**config.mk**
```make
export PLATFORM = sky130hd
export DESIGN_NAME = abkc_core
export DESIGN_NICKNAME = d
export VERILOG_FILES = /design/src/core/abkc_pkg.sv /design/src/core/abkc_core.sv
export SDC_FILE = /design/constraint.sdc
export NUM_CORES = 1
export LEC_CHECK = 0
export BUFFER_PORTS_ARGS = -buffer_cell sky130_fd_sc_hd__buf_2
export CAP_MARGIN = 40
export CORE_UTILIZATION = 45
export CTS_BUF_LIST = sky130_fd_sc_hd__clkbuf_16
export DETAILED_ROUTE_END_ITERATION = 16
export HOLD_SLACK_MARGIN = 0.03
export PLACE_DENSITY = 0.67
export SYNTH_ARGS = -nofsm -noshare
export SYNTH_HDL_FRONTEND = slang
export SYNTH_SLANG_ARGS = --single-unit
```
**constraint.sdc**
```tcl
create_clock -name MCLK_IN -period 8.5 [get_ports MCLK_IN]
set_clock_uncertainty 0.1 [all_clocks]
set_input_delay 1.7 -clock MCLK_IN [delete_from_list [all_inputs] [get_ports MCLK_IN]]
set_output_delay 1.7 -clock MCLK_IN [all_outputs]
set_load 0.01 [all_outputs]
```
**src/core/abkc_pkg.sv**
```systemverilog
// package for the air burst keystream cipher block
// assumes one 20 MHz clock domain and a classic wishbone register bus
package abkc_pkg;

  // ==========================================================
  // burst layout, positions within the 388-bit burst
  localparam int unsigned BURST_BITS    = 388;
  localparam int unsigned TAIL_FIRST    = 8;
  localparam int unsigned TAIL_END      = 48;   // first position after tail
  localparam int unsigned USER_FIRST    = 64;   // b0 of the user section
  localparam int unsigned USER_DATA_END = 384;  // first position of 4-bit crc
  localparam int unsigned SEG_BITS      = 360;
  localparam int unsigned SINGLE_DATA   = 304;
  localparam int unsigned SUB_PERIOD    = 80;   // 64 data + 16 crc
  localparam int unsigned SUB_DATA      = 64;

  // ==========================================================
  // payload protection formats
  localparam logic [1:0] FMT_UNPROT = 2'h0;
  localparam logic [1:0] FMT_MULTI  = 2'h1;
  localparam logic [1:0] FMT_SINGLE = 2'h2;

  // ==========================================================
  // mode control timing, in frames after the request frame
  localparam logic [3:0] CONFIRM_LAST = 4'hB;
  localparam logic [3:0] RX_IGN_FROM  = 4'h2;

  // ==========================================================
  // register map (byte offsets) and reset values
  localparam logic [7:0]  REG_CTRL    = 8'h00;
  localparam logic [7:0]  REG_STATUS  = 8'h04;
  localparam logic [7:0]  REG_KEY_LO  = 8'h08;
  localparam logic [7:0]  REG_KEY_HI  = 8'h0C;
  localparam logic [7:0]  REG_IV      = 8'h10;
  localparam logic [7:0]  REG_FRAMES  = 8'h14;
  localparam logic [31:0] CTRL_RESET  = 32'h0000_0000;
  localparam logic [31:0] KEY_RESET   = 32'h0000_0000;

  // ctrl and status field positions
  localparam int unsigned CTRL_ACCEPT  = 0;
  localparam int unsigned CTRL_HANDSET = 1;
  localparam int unsigned ST_RELEASE   = 4;
  localparam int unsigned ST_ORDER     = 5;

  // ==========================================================
  // state types
  typedef enum logic [2:0] {
    M_CLEAR   = 3'b001,
    M_CONFIRM = 3'b010,
    M_ENCRYPT = 3'b100
  } abkc_mode_e;

  typedef enum logic [2:0] {
    B_IDLE  = 3'b001,
    B_DRAIN = 3'b010,
    B_RUN   = 3'b100
  } abkc_burst_e;

endpackage : abkc_pkg

```
**src/core/abkc_core.sv**
```systemverilog
// air burst keystream cipher: serial xor datapath and base-side mode control
// assumes bursts arrive bit by bit in air order, key bits from an outside
// generator, frame starts and received mode messages as one-cycle pulses
//
// Decided for this implementation: the address map and the Wishbone register port.
`timescale 1ns/100ps

// Summary of operation
// a burst is 388 bits, 64 control bits then 324 user bits.
// control is 8 header, 40 tail, 16 crc; header tells tail type.
// user section is 320 data bits then a 4-bit crc.
// unprotected format: all 320 user data bits carry data.
// multi format: four 64-bit subfields, each with its own 16-bit crc.
// single format: one 304-bit subfield with one 16-bit crc.
// header and all crcs stay clear; tail ciphered only if signalling.
// each ciphered burst uses a 360-bit segment, index 0 first.
// key 0..39 xor tail bits 8..47 if signalling, else discarded.
// unprotected: key 40..359 xor user bits 0..319.
// single: key 40..343 xor user bits 0..303, rest unused.
// multi: four 64-bit key windows xor the four subfields.
// decipher uses the same xor mapping as cipher.
// crcs are made and checked over ciphered bits, outside this block.
// connection starts clear; switching happens at agreed frames.
// generator gets the same 64-bit key, bit 0 least significant.
// init vector: frame number bits 0-3, multiframe 4-27, zero above.
// generator re-initialised each encrypted frame, yields two segments.
// base ciphers tx with first segment; handset the reverse.
// mode messages travel clear; base sends only in odd frames.
// handset starts switching; the mode applies to every bearer.
// base repeats confirm each odd frame until grant or timeout.
// handset gives up after five unanswered requests.
// base enters encrypt at once, confirms until frame 2S+11, else release.
// handset treats confirm burst as ciphered, ciphers from grant on.
// base uses deciphered rx from grant frame, ignores earlier rx.
// key bits arrive serially from an outside generator, used in order.
module abkc_core
  import abkc_pkg::*;
(
  input  wire logic        MCLK_IN,
  input  wire logic        RST_IN,
  // wishbone slave
  input  wire logic        WB_CYC_IN,
  input  wire logic        WB_STB_IN,
  input  wire logic        WB_WE_IN,
  input  wire logic [7:0]  WB_ADR_IN,
  input  wire logic [3:0]  WB_SEL_IN,
  input  wire logic [31:0] WB_DAT_IN,
  output logic      [31:0] WB_DAT_OUT,
  output logic             WB_ACK_OUT,
  // frame timing
  input  wire logic        FRAME_START_IN,
  input  wire logic [3:0]  FRAME_NUM_IN,
  input  wire logic [23:0] MFRAME_NUM_IN,
  // received mode messages
  input  wire logic        START_REQ_RX_IN,
  input  wire logic        GRANT_RX_IN,
  // burst stream
  input  wire logic        BURST_START_IN,
  input  wire logic        BURST_RX_IN,
  input  wire logic        TAIL_SIG_IN,
  input  wire logic [1:0]  FMT_IN,
  input  wire logic        BIT_VALID_IN,
  input  wire logic        BIT_IN,
  output logic             BIT_READY_OUT,
  output logic             CIPH_VALID_OUT,
  output logic             CIPH_BIT_OUT,
  // keystream generator
  output logic             KSG_INIT_OUT,
  output logic      [63:0] KSG_KEY_OUT,
  output logic      [34:0] KSG_IV_OUT,
  input  wire logic        KS_VALID_IN,
  input  wire logic        KS_BIT_IN,
  output logic             KS_READY_OUT,
  // mode control outputs
  output logic             MODE_ENCRYPT_OUT,
  output logic             SEND_CONFIRM_OUT,
  output logic             RX_IGNORE_OUT,
  output logic             RELEASE_OUT
);

  // ==========================================================
  // declarations
  logic        ack_r;
  logic [31:0] rdat_r;
  logic [31:0] ctrl_r;
  logic [31:0] key_lo_r;
  logic [31:0] key_hi_r;
  logic        wr_hit;
  logic        release_st_r;
  logic        order_st_r;
  logic        rel_clr;
  logic        ord_clr;
  abkc_mode_e  mode_r;
  logic [3:0]  frames_r;
  logic        release_r;
  logic [3:0]  fnum_r;
  logic [23:0] mfn_r;
  logic        init_r;
  logic [1:0]  seg_next_r;
  abkc_burst_e bst_r;
  logic [8:0]  pos_r;
  logic [8:0]  drain_r;
  logic        b_tail_r;
  logic [1:0]  b_fmt_r;
  logic        b_ciph_r;
  logic        handset;
  logic        tx_ciph;
  logic        rx_ciph;
  logic        want_ciph;
  logic        need_seg;
  logic        in_tail;
  logic        in_user;
  logic [8:0]  user_idx;
  logic        need_key;
  logic        xor_here;
  logic        take_bit;
  logic        ciph_out_r;
  logic        ciph_vld_r;

  assign handset = ctrl_r[CTRL_HANDSET];

  // byte-lane merge for wishbone writes
  function automatic logic [31:0] merge(input logic [31:0] old_v,
                                        input logic [31:0] new_v,
                                        input logic [3:0]  sel);
    logic [31:0] res;
    res = old_v;
    for (int i = 0; i < 4; i++) begin
      if (sel[i]) begin
        res[i*8 +: 8] = new_v[i*8 +: 8];
      end
    end
    return res;
  endfunction : merge

  // ==========================================================
  // wishbone slave: ack one cycle after request, dropped after one cycle
  always_ff @(posedge MCLK_IN or posedge RST_IN) begin
    if (RST_IN) begin
      ack_r <= 1'b0;
    end else begin
      ack_r <= WB_CYC_IN & WB_STB_IN & ~ack_r;
    end
  end

  // writes land on the edge at which the master samples ack
  assign wr_hit = ack_r & WB_CYC_IN & WB_STB_IN & WB_WE_IN;

  always_ff @(posedge MCLK_IN or posedge RST_IN) begin
    if (RST_IN) begin
      ctrl_r   <= CTRL_RESET;
      key_lo_r <= KEY_RESET;
      key_hi_r <= KEY_RESET;
    end else if (wr_hit) begin
      unique case (WB_ADR_IN)
        REG_CTRL:   ctrl_r   <= merge(ctrl_r, WB_DAT_IN, WB_SEL_IN) &
                                32'h0000_0003;
        REG_KEY_LO: key_lo_r <= merge(key_lo_r, WB_DAT_IN, WB_SEL_IN);
        REG_KEY_HI: key_hi_r <= merge(key_hi_r, WB_DAT_IN, WB_SEL_IN);
        default: ;
      endcase
    end
  end

  // read data captured with ack; unmapped offsets read zero
  always_ff @(posedge MCLK_IN or posedge RST_IN) begin
    if (RST_IN) begin
      rdat_r <= 32'h0000_0000;
    end else if (WB_CYC_IN & WB_STB_IN & ~ack_r) begin
      unique case (WB_ADR_IN)
        REG_CTRL:   rdat_r <= ctrl_r;
        REG_STATUS: rdat_r <= {26'h0, order_st_r, release_st_r,
                               RX_IGNORE_OUT, mode_r};
        REG_KEY_LO: rdat_r <= key_lo_r;
        REG_KEY_HI: rdat_r <= key_hi_r;
        REG_IV:     rdat_r <= KSG_IV_OUT[31:0];
        REG_FRAMES: rdat_r <= {28'h0, frames_r};
        default:    rdat_r <= 32'h0000_0000;
      endcase
    end
  end

  assign WB_ACK_OUT = ack_r;
  assign WB_DAT_OUT = rdat_r;

  // sticky status, write one to clear; a new event beats the clear
  assign rel_clr = wr_hit && WB_ADR_IN == REG_STATUS && WB_SEL_IN[0] &&
                   WB_DAT_IN[ST_RELEASE];
  assign ord_clr = wr_hit && WB_ADR_IN == REG_STATUS && WB_SEL_IN[0] &&
                   WB_DAT_IN[ST_ORDER];

  always_ff @(posedge MCLK_IN or posedge RST_IN) begin
    if (RST_IN) begin
      release_st_r <= 1'b0;
      order_st_r   <= 1'b0;
    end else begin
      release_st_r <= release_r | (release_st_r & ~rel_clr);
      order_st_r   <= (BURST_START_IN && bst_r == B_IDLE && want_ciph &&
                       seg_next_r > {1'b0, need_seg}) |
                      (order_st_r & ~ord_clr);
    end
  end

  // ==========================================================
  // mode control, base end of the switch to encrypt
  // the handset end is driven by software outside; here it only stays clear
  always_ff @(posedge MCLK_IN or posedge RST_IN) begin
    if (RST_IN) begin
      mode_r    <= M_CLEAR;
      frames_r  <= 4'h0;
      release_r <= 1'b0;
    end else begin
      release_r <= 1'b0;
      unique case (mode_r)
        M_CLEAR: begin
          // only a received request moves us: the handset initiates
          if (START_REQ_RX_IN && ctrl_r[CTRL_ACCEPT] && !handset) begin
            mode_r   <= M_CONFIRM;
            frames_r <= 4'h0;
          end
        end
        M_CONFIRM: begin
          if (GRANT_RX_IN) begin
            mode_r <= M_ENCRYPT;
          end else if (FRAME_START_IN) begin
            if (frames_r == CONFIRM_LAST) begin
              mode_r    <= M_CLEAR;
              release_r <= 1'b1;
            end else begin
              frames_r <= frames_r + 4'h1;
            end
          end
        end
        M_ENCRYPT: begin
          // leaving encrypt mode is handled by a later connection reset
          mode_r <= M_ENCRYPT;
        end
      endcase
    end
  end

  // tx ciphered from the cycle after the request on; rx clear in 2S+1
  assign tx_ciph = mode_r != M_CLEAR;
  assign rx_ciph = mode_r == M_ENCRYPT ||
                   (mode_r == M_CONFIRM && frames_r >= RX_IGN_FROM);

  assign MODE_ENCRYPT_OUT = tx_ciph;
  // confirm only in odd frames, message itself never ciphered
  assign SEND_CONFIRM_OUT = mode_r == M_CONFIRM && fnum_r[0];
  assign RX_IGNORE_OUT    = mode_r == M_CONFIRM &&
                            frames_r >= RX_IGN_FROM;
  assign RELEASE_OUT      = release_r;

  // ==========================================================
  // per-frame generator load
  always_ff @(posedge MCLK_IN or posedge RST_IN) begin
    if (RST_IN) begin
      fnum_r <= 4'h0;
      mfn_r  <= 24'h00_0000;
      init_r <= 1'b0;
    end else begin
      init_r <= FRAME_START_IN & tx_ciph;
      if (FRAME_START_IN) begin
        fnum_r <= FRAME_NUM_IN;
        mfn_r  <= MFRAME_NUM_IN;
      end
    end
  end

  assign KSG_INIT_OUT = init_r;
  assign KSG_KEY_OUT  = {key_hi_r, key_lo_r};
  assign KSG_IV_OUT   = {7'h00, mfn_r, fnum_r};

  // ==========================================================
  // burst sequencing
  // base: tx uses segment 0, rx segment 1; handset swapped
  assign need_seg  = BURST_RX_IN ^ handset;
  assign want_ciph = BURST_RX_IN ? rx_ciph : tx_ciph;

  assign in_tail  = pos_r >= 9'(TAIL_FIRST) && pos_r < 9'(TAIL_END);
  assign in_user  = pos_r >= 9'(USER_FIRST) && pos_r < 9'(USER_DATA_END);
  assign user_idx = pos_r - 9'(USER_FIRST);

  // key bit index equals position minus offset, so every format uses one
  // bit per tail or user-data position and unused bits simply drop
  assign need_key = b_ciph_r && (in_tail || in_user);

  always_comb begin
    xor_here = 1'b0;
    if (in_tail) begin
      xor_here = b_tail_r;
    end else if (in_user) begin
      unique case (b_fmt_r)
        FMT_UNPROT: xor_here = 1'b1;
        FMT_SINGLE: xor_here = user_idx < 9'(SINGLE_DATA);
        FMT_MULTI:  xor_here = user_idx < 9'(SINGLE_DATA) &&
                               (user_idx % 9'(SUB_PERIOD)) <
                               9'(SUB_DATA);
        default:    xor_here = 1'b0;
      endcase
    end
  end

  // stall the burst source while a needed key bit is missing
  assign BIT_READY_OUT = bst_r == B_RUN && (!need_key || KS_VALID_IN);
  assign take_bit      = BIT_READY_OUT && BIT_VALID_IN;
  assign KS_READY_OUT  = bst_r == B_DRAIN ||
                         (bst_r == B_RUN && need_key && BIT_VALID_IN);

  always_ff @(posedge MCLK_IN or posedge RST_IN) begin
    if (RST_IN) begin
      bst_r      <= B_IDLE;
      pos_r      <= 9'h000;
      drain_r    <= 9'h000;
      b_tail_r   <= 1'b0;
      b_fmt_r    <= FMT_UNPROT;
      b_ciph_r   <= 1'b0;
      seg_next_r <= 2'h2;
    end else begin
      if (init_r) begin
        seg_next_r <= 2'h0;
      end
      unique case (bst_r)
        B_IDLE: begin
          if (BURST_START_IN) begin
            b_tail_r <= TAIL_SIG_IN;
            b_fmt_r  <= FMT_IN;
            pos_r    <= 9'h000;
            // a segment already spent cannot be replayed: pass clear
            b_ciph_r <= want_ciph && seg_next_r <= {1'b0, need_seg};
            if (want_ciph && seg_next_r == 2'h0 && need_seg) begin
              bst_r   <= B_DRAIN;      // skip the other side's segment
              drain_r <= 9'h000;
            end else begin
              bst_r <= B_RUN;
            end
          end
        end
        B_DRAIN: begin
          if (KS_VALID_IN) begin
            if (drain_r == 9'(SEG_BITS - 1)) begin
              bst_r      <= B_RUN;
              seg_next_r <= 2'h1;
            end else begin
              drain_r <= drain_r + 9'h001;
            end
          end
        end
        B_RUN: begin
          if (take_bit) begin
            if (pos_r == 9'(BURST_BITS - 1)) begin
              bst_r <= B_IDLE;
              if (b_ciph_r) begin
                seg_next_r <= seg_next_r + 2'h1;
              end
            end else begin
              pos_r <= pos_r + 9'h001;
            end
          end
        end
      endcase
    end
  end

  // ==========================================================
  // xor stage: same path for both directions; crcs are formed outside
  // on the ciphered stream, so header and crc positions pass untouched
  always_ff @(posedge MCLK_IN or posedge RST_IN) begin
    if (RST_IN) begin
      ciph_out_r <= 1'b0;
      ciph_vld_r <= 1'b0;
    end else begin
      ciph_vld_r <= take_bit;
      if (take_bit) begin
        ciph_out_r <= BIT_IN ^ (need_key & xor_here & KS_BIT_IN);
      end
    end
  end

  // positions 0-7 header, 48-63 control crc, 384-387 user crc stay clear
  // because neither in_tail nor in_user covers them
  assign CIPH_VALID_OUT = ciph_vld_r;
  assign CIPH_BIT_OUT   = ciph_out_r;

endmodule : abkc_core

```
**Word level (Yosys, flattened, before mapping)**

Cells that the tools add are included.

- Bits in registers: 167
- Input port bits: 89

- Add/sub/neg operators: 5
- Divide/modulo/power cells: 1
- $lt $le $gt $ge: 9
- Equality and inequality tests: 31
- Multiplexer cells: 42
- Bitwise operators: 17
- Reductions and logical operators: 49

Operators by type and width:

| kind | count |
|---|---|
| 32-bit one-hot mux with 6 select lines | 1 |
| 9-bit two-way mux | 7 |
| 9-bit one-hot mux with 2 select lines | 2 |
| 3-bit two-way mux | 10 |
| 3-bit AND reduction | 10 |
| 1-bit logical AND | 22 |
| 9-bit by 1-bit adder with 9-bit output, second input constant | 2 |
| 9-bit == test, second input constant | 2 |
| 9-bit less-than comparator, second input constant | 2 |
| 2-bit inequality test, second input constant | 9 |
| 3-bit one-hot mux with 3 select lines | 2 |
| 8-bit by 4-bit == test with 1-bit output, second input constant | 2 |
| 8-bit by 5-bit == test with 1-bit output, second input constant | 2 |
| 4-bit two-way mux | 4 |
| 5-bit AND reduction | 3 |
| 2-bit two-way mux | 6 |
| 1-bit bitwise AND | 10 |
| 9-bit by 4-bit greater-or-equal comparator with 1-bit output, second input constant | 1 |
| 9-bit by 7-bit greater-or-equal comparator with 1-bit output, second input constant | 1 |
| 9-bit by 6-bit less-than comparator with 1-bit output, second input constant | 1 |
| 9-bit by 7-bit less-than comparator with 1-bit output, second input constant | 1 |
| 9-bit by 7-bit modulo with 9-bit output, second input constant | 1 |
| 9-bit by 7-bit subtractor with 9-bit output, second input constant | 1 |
| 8-bit by 3-bit == test with 1-bit output, second input constant | 1 |
| other kinds (28) | 51 |

**Logic depth before layout (Yosys ltp)**

Gate-level depths: netlist of run 1.

- Depth after elaboration: 10
- Gate-level depth with buffers: 8

**Least setup slack after synthesis of run 1**

OpenSTA, ideal clock, no wires.

- Kind: in2out
- From: input port BIT_VALID_IN
- To: output port KS_READY_OUT
- Arrival: 1.994 ns
- Required time: 6.700 ns
- Path slack: 4.706 ns
- Cell stages on the path: 2
- Buffers on the path: 0
- Path through: nand4_1 > a21oi_1

- Word-level cells in the longest chain between the ends: 2

Ends and longest elaborated chain:

| element | line | source |
|---|---|---|
| start, declared | abkc_core.sv:62 | `input wire logic BIT_VALID_IN,` |
| 1-bit logical AND | abkc_core.sv:308 | `(bst_r == B_RUN && need_key && BIT_VALID_IN);` |
| 1-bit logical OR | abkc_core.sv:307 | `assign KS_READY_OUT = bst_r == B_DRAIN \|\|` |
| end, declared | abkc_core.sv:73 | `output logic KS_READY_OUT,` |

Every way passes these cells.

**Worst setup path after layout of run 1**

- From: register pos_r[4]
- To: output port KS_READY_OUT

- Word-level cells in the longest chain between the ends: 7
- Elaborated cells between the ends (all ways): 11
- Those cells by class: order compare: 4; reduce/logical: 7

Ends and longest elaborated chain:

| element | line | source |
|---|---|---|
| start, declared | abkc_core.sv:101 | `logic [8:0] pos_r;` |
| start signal, assigned | abkc_core.sv:357 | `pos_r <= pos_r + 9'h001;` |
| 9-bit by 4-bit greater-or-equal comparator with 1-bit output (tied with other cells) | abkc_core.sv:280 | `assign in_tail = pos_r >= 9'(TAIL_FIRST) && pos_r < 9'(TAIL_END);` |
| 1-bit logical AND (on tied branches) | abkc_core.sv:280, abkc_core.sv:281 |  |
| 1-bit logical OR (*) | abkc_core.sv:286 | `assign need_key = b_ciph_r && (in_tail \|\| in_user);` |
| 1-bit logical AND (*) | abkc_core.sv:286 |  |
| 1-bit logical AND (*) (2 in a row) | abkc_core.sv:308 |  |
| 1-bit logical OR (*) | abkc_core.sv:307 |  |

Every way passes the cells marked *; elsewhere a longest branch is shown, timed or not.

==> impl_results.md, run 1 <==
- Status: finished clean
- Final non-filler cell total: 1145
- Die width: 136 um
- Asr flop ratio synth: 1.00
- Fin. Hold Viols: 0
- Avg WL per Cell: roughly 19 um
- Total of max-cap violations: 0
- Placed cell count: ~1100
- Latest clock arrival within the worst-skew pair: between 0.4 and 0.5 ns
- Fin. max-slew vios: 0
- Crit. End Element: output pin
- CTS clk-pin slew, worst paths: roughly 0.070 ns
- H-tree depth: 4
- Total net switching power: 0.579 mW
- Vias in the first global route: approximately 6300
- Total gr overflow: 0
- Row Count: 48
- CTS Root Cell: clkbuf_16
- Period minus WS final: between 4 and 5 ns
- Syn-to-layout area delta: 23.0%
- Leak: approximately 5 nW
- Worst-Margin Slew: 0.820 ns
- Pint: 1.35 mW
- 1st-iter DRT viols: 455
- Hold Buf Count CTS: 0
- Seq cells post-synth: 167
- Syn Inst Count: around 700
- Vias: about 6400
- Hold Path Cell Cnt: 1
- Sequential power share: 0.469
- Core area: ~17000 um2
- GRT Overall Usage: 0.248
- Syn Std Cell Area: slightly above 8000 um2
- Crit path DAT: roughly 2.4 ns
- Post-CTS Resized: 0
- Crit path required time: ~6.7 ns
- Avg Cell Area, Syn: 11.4 um2
- HPWL after DPL: 15800 um
- Via-per-instance ratio: 5.63
- Final period util: 0.493
- Seq/Total Area, Yosys: 0.519
- Final WL: 22200 um
- Main synth FF type: dfrtp_1
- DRT antenna net count: 0
- Largest net degree at the start of global routing: a little over 90
- PwrDens: just under 200 nW/um2
- CTS Buf Count: 17
- Initial Utilization: 0.463
- Worst-path maximum fanout: 10
- WS Path Type: reg2out
- Final net count: 1009
- Finish-stage setup viols: 0
- Fmax: about 240 MHz
- Combinational Power Share: 0.138
- Final worst slack: roughly 4.3 ns
- Clk sinks: around 170
- Die Y: ~140 um
- # diodes: 0
- Reg-to-reg setup timing slack: between 5 and 6 ns
- DR pass1 iterations: 7
- Reg2Reg Launch Point: bst_r[0]
- RePlAce Congestion: 0.872
- Unique cell type count in the Yosys netlist: 70
- R2R cell count: 4
- Final routed DRC violation total: 0
- RR Endpoint: drain_r[0]
- CP startpoint kind: register
- Sw frac: 0.300
- Initial antenna violation count: 3
- Port bufs: between 200 and 250
- Full die area: ~18000 um2
- Number of flops mapped to enable cells by yosys: 0
- Unrepaired setup endpoints after global routing: no
- HP Start: RELEASE_OUT
- End-of-flow core utilization: 0.569
- IO Pins: 230
- Hold WS: 0.375 ns
- Max IR drop VDD: 0.000142 V
- TritonCTS clock tree: yes
- Max-slew headroom at the worst pin: 0.453
- CTS Buffer Depth: 2
- Share of layout cells above drive strength 1: 0.384
- Global-route wire length before repair: between 30000 and 40000 um
- Setup TNS: 0 ns
- YS warnings: 0
- Pre-CTS setup slack: 4.08 ns
- Clock power share: 0.393
- Terminating pin of the worst hold path: release_st_r
- Hold/Removal Path Class: reg2reg
- Setup Fix Bufs, Post-CTS: 0
-- power groups by stage --
stage / Sequential, mW / Clock (mW) / Combinational (mW)
after floorplan: 0.890 / 0 / 0.195
after global placement: 0.915 / 0 / 0.260
after detailed placement: 0.916 / 0 / 0.266
after CTS: 0.902 / 0.776 / 0.268
after global routing: 0.914 / 0.808 / 0.296
final: 0.903 / 0.758 / 0.265
-- cells by family after synthesis --
| family | Yosys count | synth area share |
|---|---|---|
| AOI/OAI and AO/OA | 141 | 0.130 |
| muxes | 106 | 0.148 |
| and+or+nand+nor | 196 | 0.129 |
| DFF | 167 | 0.519 |
| buffers and inverters | 70 | 0.0429 |
| other | 1 | 0.000466 |
| adders and majority gates | 13 | 0.0202 |
| xor gates and xnor gates | 10 | 0.0109 |
-- synthesized netlist by cell type, types with 4 or more instances --
master / count / share of area
xor2_1: 9 / 0.0098
o21ai_1: 4 / 0.0025
ha_1: 13 / 0.020
nand2_1: 74 / 0.034
and2_1: 7 / 0.0054
a31oi_1: 6 / 0.0047
o21ai_0: 40 / 0.025
a222oi_1: 25 / 0.031
nor2_1: 27 / 0.013
mux2i_1: 10 / 0.012
o31ai_1: 4 / 0.0037
clkbuf_1: 21 / 0.0098
buf_2: 11 / 0.0068
a22oi_1: 6 / 0.0056
nand2b_1: 8 / 0.0062
nand4_1: 9 / 0.0070
a21oi_1: 11 / 0.0068
dfrtp_1: 164 / 0.51
a211oi_1: 8 / 0.0075
nand4b_1: 4 / 0.0043
or2_2: 10 / 0.0078
mux2_1: 32 / 0.045
nand3_1: 8 / 0.0050
inv_1: 17 / 0.0079
and3_1: 12 / 0.0093
buf_4: 16 / 0.015
nor3_1: 11 / 0.0068
o22ai_1: 4 / 0.0031
mux2_2: 63 / 0.088
-- through the flow --
stage / total power [mW] / instance area [um2]
3_3_place_gp: 1.17 / 9260
3_5_place_dp: 1.18 / 9320
6_report: 1.93 / 9910
5_1_grt: 2.02 / 9910
4_1_cts: 1.95 / 9910
2_1_floorplan: 1.09 / 8080
-- cells in the final DEF, fill, tap and decap left out, types with 10 or more instances in the layout --
master | netlist | final
buf_2 | 11 | 222
dfrtp_1 | 164 | 164
nand2_1 | 74 | 74
mux2_2 | 63 | 63
o21ai_0 | 40 | 40
mux2_1 | 32 | 32
nor2_1 | 27 | 27
a222oi_1 | 25 | 25
clkbuf_16 | 0 | 17
inv_1 | 17 | 16
ha_1 | 13 | 13
and3_1 | 12 | 12
nor3_1 | 11 | 11
a21oi_1 | 11 | 11
or2_2 | 10 | 10
mux2i_1 | 10 | 10
-- worst max path at each step --
stage                 startpoint      endpoint  slack (ns)
CTS                     pos_r[4]  KS_READY_OUT        4.29
global route            pos_r[4]  KS_READY_OUT        4.20
floorplan                 RST_IN  CIPH_BIT_OUT        2.19
finish                  pos_r[4]  KS_READY_OUT        4.31
detailed placement  WB_ADR_IN[5]   key_lo_r[5]        4.08
global placement    WB_ADR_IN[5]  key_lo_r[27]        4.14
-- routing by layer --
layer	wire, um	share of wire	global-route usage	vias to the layer above
met4	338	0.015	0.0730	4
met1	9360	0.42	0.318	3186
li1	-	-	-	2988
met2	10800	0.49	0.405	238
met5	27	0.0012	0	-
met3	1620	0.073	0.0718	26
-- area by class of cell --
type / instances / area (um2)
Fill cell: 1533 / 7510
Sequential cell: 167 / 4180
Multi-Input combinational cell: 473 / 3560
Timing Repair Buffer: 231 / 1220
Clock buffer: 17 / 425
Tap cell: 225 / 282
Clock inverter: 15 / 165
Inverter: 17 / 68.8
-- flip-flops by register name, summed over array words and instances, names as in the netlist, 2 cells and up --
register    count
key_lo_r       32
drain_r         9
WB_DAT_OUT     32
pos_r           9
fnum_r          4
mfn_r          24
frames_r        4
mode_r          3
key_hi_r       32
ctrl_r          2
b_fmt_r         2
seg_next_r      2
bst_r           3
-- critical path, cell delays in order (launching register included) --
cell     delay [ns]
dfrtp_1        0.50
or4_4          0.55
o32a_4         0.41
o21ai_0        0.12
nand4_1        0.12
a21oi_1        0.13
buf_2          0.14
No activity file was read; power rests on OpenSTA's default activity.
==> inputs of run 2 (changes only) <==
==> constraint.sdc (replaced) <==
create_clock -name MCLK_IN -period 4.4 [get_ports MCLK_IN]
set_clock_uncertainty 0.1 [all_clocks]
set_input_delay 0.88 -clock MCLK_IN [delete_from_list [all_inputs] [get_ports MCLK_IN]]
set_output_delay 0.88 -clock MCLK_IN [all_outputs]
set_load 0.01 [all_outputs]
==> run 2 against run 1 <==
First-iteration DRC count increased by 18%. Critical path depth unchanged. Combinational power increased by 93%. Global-route usage rose by 0.094 points. Total power is 96% higher. Die area is the same. Clock power up 100%. Core utilization about the same. Wire length barely moved. Setup slack got worse by 3.3 ns. Sequential share of layout area about the same. Largest cell class unchanged.
==> impl_results.md, run 2 (synthesized netlist as in run 1, its figures left out) <==
- HPWL after DPL: 15600 um (-1.1%)
- RR Endpoint: drain_r[0]
- Latest clock arrival within the worst-skew pair: 0.42 ns (about the same)
- Finish-stage setup viols: 0 (unchanged)
- CP startpoint kind: register
- Clock power share: 0.403 (+0.010)
- Final net count: 1011 (+0.20%)
- Hold/Removal Path Class: reg2reg
- Full die area: 18400 um2 (unchanged)
- Unrepaired setup endpoints after global routing: no
- Crit path required time: 3.42 ns (-3.28 ns)
- Most frequent cells in the layout: 222 x buf_2, 164 x dfrtp_1, 74 x nand2_1
- Setup TNS: 0 ns (unchanged)
- R2R cell count: 4 (unchanged)
- PwrDens: 381 nW/um2 (+96%)
- 1st-iter DRT viols: 535 (+18%)
- Leak: 5.03 nW (+0.21%)
- Setup Fix Bufs, Post-CTS: 0 (unchanged)
- Vias: 6517 (+1.2%)
- Via-per-instance ratio: 5.68 (+0.90%)
- Post-CTS Resized: 0 (unchanged)
- CTS Root Cell: clkbuf_16
- Fin. max-slew vios: 0 (unchanged)
- Largest net degree at the start of global routing: 168 (+85%)
- Fin. Hold Viols: 0 (unchanged)
- Share of layout cells above drive strength 1: 0.384 (+0.000669)
- Clk sinks: 167 (unchanged)
- TritonCTS clock tree: yes
- Final period util: 0.766
- GRT Overall Usage: 0.249 (+0.000938)
- Combinational Power Share: 0.135 (-0.003)
- Crit path DAT: 2.39 ns (about the same)
- DRT antenna net count: 0 (unchanged)
- Reg-to-reg setup timing slack: 1.79 ns (-4.11 ns)
- Total gr overflow: 0 (unchanged)
- Initial Utilization: 0.463 (unchanged)
- DR pass1 iterations: 7 (unchanged)
- Status: finished clean
- Sequential power share: 0.462 (-0.007)
- Vias in the first global route: 6306 (+0.048%)
- Die Y: 136 um (unchanged)
- Global-route wire length before repair: 34900 um (+0.40%)
- CTS clk-pin slew, worst paths: 0.07 ns (about the same)
- Hold Buf Count CTS: 0 (unchanged)
- Fmax: between 200 and 300 MHz
- Syn-to-layout area delta: 23.1% (about the same)
- Final WL: 22200 um (about the same)
- IO Pins: 230 (unchanged)
- Hold Path Cell Cnt: 1 (unchanged)
- H-tree depth: 4 (unchanged)
- CP endpoint: KS_READY_OUT
- Row Count: 48 (unchanged)
- Max-slew headroom at the worst pin: 0.357 (-0.0966)
- Worst-Margin Slew: 0.965 ns (+0.145 ns)
- Total net switching power: 1.08 mW (+87%)
- Most common cell after layout, fill and taps aside: buf_2
- Port bufs: 222 (unchanged)
- CTS Buf Count: 17 (unchanged)
- Final routed DRC violation total: 0 (unchanged)
- Pint: 2.70 mW (+100%)
- CTS Buffer Depth: 2 (unchanged)
- Core area: 17400 um2 (unchanged)
- Crit. End Element: output pin
- Period minus WS final: between 3 and 4 ns
- Total of max-cap violations: 0 (unchanged)
- Worst-path maximum fanout: 7 (-3)
- Avg WL per Cell: 19.3 um (-0.18%)
- Max IR drop VDD: 0.000297 V (+110%)
- Die width: 136 um (unchanged)
- Reg2Reg Launch Point: bst_r[0]
- Initial antenna violation count: 3 (unchanged)
- Hold WS: 0.363 ns (-0.0118 ns)
- Sw frac: 0.287 (-0.0137)
- RePlAce Congestion: 0.877 (+0.60%)
- WS Path Type: reg2out
- Worst Setup SP: pos_r[2]
## run 2: changes by cell type in the layout (fill, tap and decap cells not counted), moves of 2 or more
| cell | delta |
|---|---|
| buf_4 | +2 |
| bufinv_16 | +2 |
| clkinv_4 | -3 |
| clkinv_8 | -4 |
| diode_2 | +2 |
| inv_6 | +5 |
| inv_8 | -2 |
## run 2: worst min path at each step
stage,start,slack (ns),endpoint
finish,RELEASE_OUT,0.36,release_st_r
global route,RELEASE_OUT,0.39,release_st_r
CTS,RELEASE_OUT,0.36,release_st_r
detailed placement,RELEASE_OUT,0.34,release_st_r
global placement,RELEASE_OUT,0.35,release_st_r
floorplan,b_tail_r,0.35,b_tail_r
## run 2: cell type report
cell class / count / area, um2
multi-input combinational: 473 / 3560
clock buffer: 17 / 425
fill: 1561 / 7500
clock inverter: 14 / 161
tap: 225 / 282
inverter: 17 / 67.6
timing repair buffer: 233 / 1230
antenna: 2 / 5.00
sequential: 167 / 4180
## run 2: worst max-delay path, cell delays in order (launching register included)
cell and delay [ns]:
dfrtp_1 0.45, or4_4 0.59, o32a_4 0.41, o21ai_0 0.12, nand4_1 0.13, a21oi_1 0.13
buf_2 0.14
## run 2: metal layers
layer	part of all wire	vias up	global-route usage
li1	-	3005	-
met1	0.42	3253	0.327
met2	0.48	238	0.391
met3	0.083	21	0.0827
met4	0.013	0	0.0699
met5	0	-	0
## run 2: stage by stage
stage,area (um2),utilization,power [mW],cells,setup WS [ns]
2_1_floorplan,8080,-,2.10,710,1.30
3_3_place_gp,9300,0.534,2.27,1114,0.888
3_5_place_dp,9320,0.535,2.28,1115,0.816
4_1_cts,9910,0.569,3.80,1146,1.01
5_1_grt,9910,0.569,3.95,1146,0.869
6_report,9910,0.569,3.78,1148,1.03
## run 2: power groups by stage
stage	Sequential (mW)	Combinational, mW	Clock, mW
2_1_floorplan	1.72	0.377	0
3_5_place_dp	1.77	0.512	0
3_3_place_gp	1.77	0.505	0
5_1_grt	1.76	0.573	1.61
4_1_cts	1.74	0.515	1.55
6_report	1.75	0.511	1.52
